**src/csrc_defines.vh**
```
// constants of the cpu sideband reset control block
// assumes a 50 MHz core clock and an ahb-lite slave with 32-bit data
`ifndef CSRC_DEFINES_VH
`define CSRC_DEFINES_VH

// register indices as printed; byte address is four times the index
`define CSRC_IDX_FAST_INIT 12'h092
`define CSRC_IDX_NUM_ERR 12'h0f0
`define CSRC_IDX_RST_CTRL 12'h040
`define CSRC_IDX_CONFIG 12'h041
`define CSRC_IDX_STATUS 12'h042

// reset_ctrl_reg fields
`define CSRC_RC_SYS_RST 1
`define CSRC_RC_RST_CPU 2
// fast_init_port fields
`define CSRC_FI_INIT 0
// config register fields
`define CSRC_CFG_FPU_EN 0

// reset values
`define CSRC_FAST_INIT_RST 8'h00
`define CSRC_RST_CTRL_RST 8'h00
`define CSRC_CONFIG_RST 8'h00

// timing
`define CSRC_CLK_PERIOD_NS 20
`define CSRC_CPU_RST_MIN_NS 2000000
`define CSRC_CPU_RST_CYCLES ((`CSRC_CPU_RST_MIN_NS + `CSRC_CLK_PERIOD_NS - 1) / `CSRC_CLK_PERIOD_NS)
`define CSRC_INIT_CYCLES 64

// ahb encodings
`define CSRC_HTRANS_NONSEQ 2'b10
`define CSRC_HRESP_OKAY 1'b0

`endif

```
**src/csrc_top.v**
```verilog
// cpu sideband reset control: hard cpu reset, soft init pulse, numeric error
// handling and the pending-interrupt output, with an ahb-lite register slave
// assumes nrst covers power-good and pci bus reset; pins from outside arrive
// asynchronously and are synchronised here
`timescale 1ns/1ps
`include "csrc_defines.vh"

////////////////////////////////////////////////////////////////////////////////
// Notes on behaviour
// - cpu reset held at power-up, released at least 2 ms after power good.
// - software hard reset holds cpu reset for at least 2 ms.
// - cpu reset released on a rising clock edge.
// - software hard reset also returns internal registers to reset values.
// - processor type selects active level of cpu reset and soft init.
// - numeric error raises internal irq 13, which reaches the cpu interrupt.
// - ignore-error output used only while error reporting is enabled.
// - numeric error register write with error active asserts ignore-error.
// - ignore-error stays asserted until the numeric error input negates.
// - numeric error register write with error inactive leaves ignore-error off.
// - ignore-error released (not driven) in and after reset until asserted.
// - a decoded shutdown special cycle pulses soft init.
// - keyboard reset request or fast init bit 0 write pulses soft init.
// - each soft init pulse lasts 64 clock periods.
// - cpu interrupt output always driven, shows a pending request.
// - cpu interrupt output is asynchronous to the processor side.
module csrc_top #(
	parameter CPU_ACTIVE_LOW = 0,
	parameter CPU_RST_CYCLES = `CSRC_CPU_RST_CYCLES
) (
	input wire core_clk,
	input wire nrst,
	input wire hsel,
	input wire [31:0] haddr,
	input wire [1:0] htrans,
	input wire hwrite,
	input wire [2:0] hsize,
	input wire [31:0] hwdata,
	input wire hready,
	output wire hreadyout,
	output reg [31:0] hrdata,
	output wire hresp,
	input wire powerGoodIn,
	input wire fpuErrorInN,
	input wire kbcResetRequestInN,
	input wire shutdownCycle,
	input wire picIrqIn,
	output wire irq13Out,
	output reg cpuResetOut,
	output reg cpuSoftInitOut,
	output reg cpuIrqOut,
	output wire ignoreFpuErrorOut,
	output reg ignoreFpuErrorOe
);

	localparam RST_CNT_W = 24;
	localparam INIT_CNT_W = 7;
	// counts are worked out as integers and cut to the counter widths on purpose
	localparam integer RST_LAST_I = CPU_RST_CYCLES - 1;
	localparam integer INIT_LAST_I = `CSRC_INIT_CYCLES - 1;
	localparam [RST_CNT_W-1:0] RST_LAST = RST_LAST_I[RST_CNT_W-1:0];
	localparam [INIT_CNT_W-1:0] INIT_LAST = INIT_LAST_I[INIT_CNT_W-1:0];
	// 1 for active-high processor pins, 0 for active-low ones
	localparam [0:0] ACT_LVL = (CPU_ACTIVE_LOW != 0) ? 1'b0 : 1'b1;

	////////////////////////////////////////////////////////////////////////////
	// synchronisers for pins
	reg pgMeta_r;
	reg pgSync_r;
	reg ferrMeta_r;
	reg ferrSync_r;
	reg kbcMeta_r;
	reg kbcSync_r;
	reg kbcPrev_r;

	// power good is a level; no reset, so it keeps tracking the pin during nrst
	always @(posedge core_clk) begin
		pgMeta_r <= powerGoodIn;
		pgSync_r <= pgMeta_r;
	end

	// active-low pins are turned to active-high before the first stage
	always @(posedge core_clk) begin
		ferrMeta_r <= ~fpuErrorInN;
		ferrSync_r <= ferrMeta_r;
	end

	always @(posedge core_clk) begin
		kbcMeta_r <= ~kbcResetRequestInN;
		kbcSync_r <= kbcMeta_r;
	end

	// history reset to the idle (inactive) level, so no false edge follows reset
	always @(posedge core_clk) begin
		if (!nrst) begin
			kbcPrev_r <= 1'b0;
		end else begin
			kbcPrev_r <= kbcSync_r;
		end
	end

	////////////////////////////////////////////////////////////////////////////
	// ahb-lite slave, zero wait states
	reg wrPend_r;
	reg [11:0] wrIdx_r;
	reg [7:0] fastInit_r;
	reg [7:0] rstCtrl_r;
	reg [7:0] config_r;
	reg cpuRstAct_r;
	reg initAct_r;
	reg ignoreAct_r;
	reg hardRstReq;
	reg [31:0] rdNxt;
	wire addrPhase;
	wire [11:0] addrIdx;
	wire regRst;
	wire fpuEn;
	wire wrFastInit;
	wire wrRstCtrl;
	wire wrNumErr;
	wire wrConfig;
	wire [7:0] wrByte;

	assign hreadyout = 1'b1;
	assign hresp = `CSRC_HRESP_OKAY;
	assign addrPhase = hsel && hready && (htrans == `CSRC_HTRANS_NONSEQ);
	assign addrIdx = haddr[13:2];
	assign wrByte = hwdata[7:0];
	// a software hard reset wipes the registers along with the processor
	assign regRst = !nrst || hardRstReq;
	assign fpuEn = config_r[`CSRC_CFG_FPU_EN];
	assign wrFastInit = wrPend_r && (wrIdx_r == `CSRC_IDX_FAST_INIT);
	assign wrRstCtrl = wrPend_r && (wrIdx_r == `CSRC_IDX_RST_CTRL);
	assign wrNumErr = wrPend_r && (wrIdx_r == `CSRC_IDX_NUM_ERR);
	assign wrConfig = wrPend_r && (wrIdx_r == `CSRC_IDX_CONFIG);

	always @(posedge core_clk) begin
		if (!nrst) begin
			wrPend_r <= 1'b0;
			wrIdx_r <= 12'h000;
		end else begin
			wrPend_r <= addrPhase && hwrite;
			wrIdx_r <= addrIdx;
		end
	end

	// read data is looked up in the address phase so it stands from a flop
	always @* begin
		rdNxt = 32'h0000_0000;
		if (addrIdx == `CSRC_IDX_FAST_INIT) begin
			rdNxt[7:0] = fastInit_r;
		end else if (addrIdx == `CSRC_IDX_RST_CTRL) begin
			rdNxt[7:0] = rstCtrl_r;
		end else if (addrIdx == `CSRC_IDX_CONFIG) begin
			rdNxt[7:0] = config_r;
		end else if (addrIdx == `CSRC_IDX_STATUS) begin
			rdNxt[5:0] = {cpuIrqOut, ignoreAct_r, ferrSync_r, initAct_r, cpuRstAct_r,
				pgSync_r};
		end
	end

	always @(posedge core_clk) begin
		if (!nrst) begin
			hrdata <= 32'h0000_0000;
		end else if (addrPhase && !hwrite) begin
			hrdata <= rdNxt;
		end
	end

	////////////////////////////////////////////////////////////////////////////
	// software registers
	always @(posedge core_clk) begin
		if (regRst) begin
			fastInit_r <= `CSRC_FAST_INIT_RST;
		end else if (wrFastInit) begin
			fastInit_r <= wrByte;
		end
	end

	// the stored value is the reference for the reset-cpu bit's rising edge
	always @(posedge core_clk) begin
		if (regRst) begin
			rstCtrl_r <= `CSRC_RST_CTRL_RST;
		end else if (wrRstCtrl) begin
			rstCtrl_r <= wrByte;
		end
	end

	always @(posedge core_clk) begin
		if (regRst) begin
			config_r <= `CSRC_CONFIG_RST;
		end else if (wrConfig) begin
			config_r <= wrByte;
		end
	end

	////////////////////////////////////////////////////////////////////////////
	// hard cpu reset
	reg softInitReq;
	wire rcRise;

	assign rcRise = wrRstCtrl && wrByte[`CSRC_RC_RST_CPU] && !rstCtrl_r[`CSRC_RC_RST_CPU];

	always @* begin
		hardRstReq = nrst && rcRise && wrByte[`CSRC_RC_SYS_RST];
		softInitReq = rcRise && !wrByte[`CSRC_RC_SYS_RST];
	end

	reg [RST_CNT_W-1:0] rstCnt_r;

	// count restarts whenever power good drops, so the hold runs from its last rise
	always @(posedge core_clk) begin
		if (!nrst || !pgSync_r || hardRstReq) begin
			cpuRstAct_r <= 1'b1;
			rstCnt_r <= {RST_CNT_W{1'b0}};
		end else if (cpuRstAct_r) begin
			if (rstCnt_r == RST_LAST) begin
				cpuRstAct_r <= 1'b0;
			end else begin
				rstCnt_r <= rstCnt_r + 1'b1;
			end
		end
	end

	////////////////////////////////////////////////////////////////////////////
	// soft init pulse
	reg [6:0] initCnt_r;
	wire initTrig;

	// a trigger during a running pulse is absorbed by it, not stretched
	assign initTrig = softInitReq || shutdownCycle
		|| (kbcSync_r && !kbcPrev_r)
		|| (wrFastInit && wrByte[`CSRC_FI_INIT]);

	always @(posedge core_clk) begin
		if (!nrst || cpuRstAct_r) begin
			initAct_r <= 1'b0;
			initCnt_r <= 7'h00;
		end else if (initAct_r) begin
			if (initCnt_r == INIT_LAST) begin
				initAct_r <= 1'b0;
			end else begin
				initCnt_r <= initCnt_r + 1'b1;
			end
		end else if (initTrig) begin
			initAct_r <= 1'b1;
			initCnt_r <= 7'h00;
		end
	end

	////////////////////////////////////////////////////////////////////////////
	// numeric error and ignore-error
	assign irq13Out = ferrSync_r && fpuEn;

	always @(posedge core_clk) begin
		if (regRst) begin
			ignoreAct_r <= 1'b0;
		end else if (!fpuEn || !ferrSync_r) begin
			ignoreAct_r <= 1'b0;
		end else if (wrNumErr) begin
			ignoreAct_r <= 1'b1;
		end
	end

	// open drain: pin is pulled low only while asserted
	assign ignoreFpuErrorOut = 1'b0;

	////////////////////////////////////////////////////////////////////////////
	// output flops
	// reset output is a flop, so its inactive edge always falls on a clock edge
	always @(posedge core_clk) begin
		if (!nrst) begin
			cpuResetOut <= ACT_LVL;
		end else begin
			cpuResetOut <= cpuRstAct_r ? ACT_LVL : ~ACT_LVL;
		end
	end

	always @(posedge core_clk) begin
		if (!nrst) begin
			cpuSoftInitOut <= ~ACT_LVL;
		end else begin
			cpuSoftInitOut <= initAct_r ? ACT_LVL : ~ACT_LVL;
		end
	end

	// no timing promise to the cpu; it must synchronise this itself
	always @(posedge core_clk) begin
		if (!nrst) begin
			cpuIrqOut <= 1'b0;
		end else begin
			cpuIrqOut <= picIrqIn || irq13Out;
		end
	end

	// enable high pulls the open-drain pin low; low leaves it released
	always @(posedge core_clk) begin
		if (!nrst) begin
			ignoreFpuErrorOe <= 1'b0;
		end else begin
			ignoreFpuErrorOe <= ignoreAct_r;
		end
	end

endmodule // csrc_top

```
**config.mk**
```make
export PLATFORM = sky130hd
export DESIGN_NAME = csrc_top
export DESIGN_NICKNAME = d
export VERILOG_FILES = /design/src/csrc_top.v
export VERILOG_INCLUDE_DIRS = /design/src /design/src/src
export SDC_FILE = /design/constraint.sdc
export NUM_CORES = 1
export LEC_CHECK = 0
export BUFFER_PORTS_ARGS = -buffer_cell sky130_fd_sc_hd__clkbuf_2
export CAP_MARGIN = 20
export CORE_MARGIN = 2
export CORE_UTILIZATION = 52
export DETAILED_ROUTE_END_ITERATION = 7
export PLACE_DENSITY = 0.8
export REMOVE_ABC_BUFFERS = 1
export SYNTH_ARGS = -nofsm -noshare
export SYNTH_HDL_FRONTEND = slang
export SYNTH_SLANG_ARGS = --single-unit
```
**constraint.sdc**
```tcl
create_clock -name core_clk -period 2 [get_ports core_clk]
set_clock_uncertainty 0.1 [all_clocks]
set_input_delay 0 -clock core_clk [delete_from_list [all_inputs] [get_ports core_clk]]
set_output_delay 0 -clock core_clk [all_outputs]
set_load 0.05 [all_outputs]
```
==> impl_metrics.json <==
{
  "path_max_fanout": 5,
  "antenna_found_initial": 0,
  "cts-htree-levels": 3,
  "path_clk_slew_ns": 0.09,
  "status": "finished, final reports clean",
  "arrival_ns": 2.12,
  "num_vias": 3538,
  "drt_iter0_drc": 258,
  "ios": 119,
  "ys_top_cells_by_area": "dfxtp_1 45%, mux2i_1 6.2%, buf_4 5.0%, nor2_1 4.5%, nand2_1 3.8%",
  "die_y_um": 92.2,
  "grt_max_degree": 26,
  "critPathMaxStageDelay_ns": 0.64,
  "yosysSeqAreaShare": 0.445,
  "area_growth_pct": 21.8,
  "final_core_util": 0.645,
  "num_rows": 32,
  "dieWidth_um": 92.2,
  "min_period_ns": 1.98,
  "p_total_mw": 3.43,
  "die_area_um2": 8510,
  "diodes": 0,
  "finalSetupViolCount": 0,
  "core_um2": 7650,
  "dp_hpwl_um": 6110,
  "layout.area.seq_um2": 1800,
  "numCtsBuffers": 9,
  "multiInputGateArea_um2": 2080,
  "hold_slack_ns": 0.0194,
  "ant_nets": 0,
  "syn_area_per_cell_um2": 8.99,
  "crit_chain": "dlygate4sd3_1 > clkbuf_2 > or4b_1 > or4_4 > nor3_1 > nor3_1",
  "hold_viol": 0,
  "power.density_nw_per_um2": 695,
  "grt_pass1_vias": 3240,
  "critPathSlowestCell": "or4b_1",
  "leakage_nw": 2.08,
  "grt_overflow": 0,
  "final_nets": 618,
  "setup_ws_ns": 0.0240,
  "synth_edf_count": 0,
  "clk_latency_ns": 0.36,
  "fin_area_um2": 4930,
  "ys_warn_count": 0,
  "grt_pass1_wl_um": 15200,
  "cts_tree": "done",
  "crit_required_ns": 2.14,
  "clock_sinks": 90,
  "min_path_type": "in -> reg",
  "crit_type": "in -> reg",
  "layout-drive-gt1-share": 0.181,
  "wirelength_um": 9610,
  "cpMostUsedCell": "nor3_1",
  "dr.pass1.iters": 5,
  "cts-root-buf": "clkbuf_8",
  "cpLargestDelayFamily": "simple AND/OR/NAND/NOR gates",
  "post-synth-top-area-fraction": 0.445,
  "synthTopCellsByCount": "90 x dfxtp_1, 49 x nor2_1, 41 x nand2_1, 27 x buf_4, 25 x mux2i_1",
  "place_ws_ns": 0.0850,
  "tns_ns": 0,
  "netlist_area_um2": 4050,
  "maxCapViolCount": 0,
  "floorplan.initialDensity": 0.529,
  "routabilityCongestion": 0.811,
  "path_buf_inv": 2,
  "synth_cell_type_count": 53,
  "viasPerCell": 5.49,
  "async_flop_share": 0,
  "synth_largest_area_cell": "dfxtp_1",
  "maxSlewViolCount": 0,
  "fmax_mhz": 506,
  "synth_ff_type": "dfxtp_1",
  "placed_area_um2": 4400,
  "reg2reg_slack_ns": 0.08,
  "drc": 0,
  "fillerInstances": 631,
  "portBuffers": 44,
  "yosysMostFrequentCell": "dfxtp_1",
  "fin_cells": 644,
  "critPathCaptureType": "flop",
  "fin_crit_sh": 0.988,
  "vdd_drop_max_uv": 415,
  "wl_per_cell_um": 14.9,
  "cts_buffer_depth": 2,
  "grt_usage": 0.222,
  "rsz0062_at_grt": "false",
  "start_kind": "input pin",
  "dpl.cell_count": 599,
  "syn_inst": 450,
  "synth_seq_cells": 90
}
-- final timing paths --
check	start	end	cells after the start
max reg2reg	wrPend_r	config_r[0]	6
min	haddr[2]	wrIdx_r[0]	3
max	haddr[5]	hrdata[1]	6
min reg2reg	kbcMeta_r	kbcSync_r	0
-- report_power, final --
group / leakage (nW) / switching, mW / internal, mW
combinational: 1.25 / 0.224 / 0.109
sequential: 0.732 / 0.0197 / 1.82
clock: 0.104 / 0.668 / 0.589
total: 2.08 / 0.912 / 2.52
-- final cells by class --
| cell class | instances | area share |
|---|---|---|
| inverter | 11 | 0.00837 |
| multi-input combinational | 332 | 0.421 |
| timing repair buffer | 93 | 0.139 |
| sequential | 90 | 0.365 |
| clock inverter | 7 | 0.0152 |
| tap | 102 | 0.0259 |
| clock buffer | 9 | 0.0251 |
-- placed cells by master (no fill, tap or decap), types with 3 or more instances in the layout --
cell           Yosys  final
dfxtp_1           90     90
nor2_1            49     49
clkbuf_2           0     44
nand2_1           41     40
dlygate4sd3_1      0     29
conb_1             2     27
mux2i_1           25     25
nor3_1            23     22
and2_1            19     19
a21oi_1           18     18
buf_4             27     18
xnor2_1           17     17
nand3_1           12     12
inv_1             11     11
nand4_1           11     11
o211a_1           10     10
clkbuf_8           0      9
and4_1             7      7
o21ai_0            7      7
nor4_1             6      5
a31oi_1            4      4
nor4b_1            3      3
o31ai_1            3      3
nand4b_1           3      3
nand2b_1           3      3
o211ai_1           3      3
nor4_4             0      3
inv_6              0      3
-- metal layers --
layer / vias to the layer above / part of all wire / global-route usage
li1: 1702 / - / -
met1: 1666 / 0.43 / 0.286
met2: 146 / 0.49 / 0.371
met3: 24 / 0.050 / 0.0403
met4: 0 / 0.026 / 0.0858
met5: - / 0 / 0
-- logic make-up after synthesis --
family | synth area share
AOI/OAI and AO/OA | 0.0924
muxes | 0.0646
and+or+nand+nor | 0.273
adders and majority gates | 0.00618
other | 0.00186
buffers and inverters | 0.0760
xor gates and xnor gates | 0.0411
DFF | 0.445
-- registers in the layout, indices dropped and copies added (netlist names), 7 cells and up --
register	flops
rstCnt_r	24
wrIdx_r	12
config_r	8
fastInit_r	8
hrdata	8
rstCtrl_r	8
initCnt_r	7
-- worst min-delay path: cells and delay by family --
family,cells,cell delay [ns]
buffers and inverters,2,0.29
AND/OR/NAND/NOR,1,0.14
-- timing repair --
| action | CTS | global route |
|---|---|---|
| setup buffers | 0 | 0 |
| hold buffers | 29 | 0 |
| setup endpoints to repair | 0 | 15 |
| gates resized for setup | 0 | 7 |
| endpoints found under the hold margin | 45 | 0 |
(Power assumes the default switching activity.)
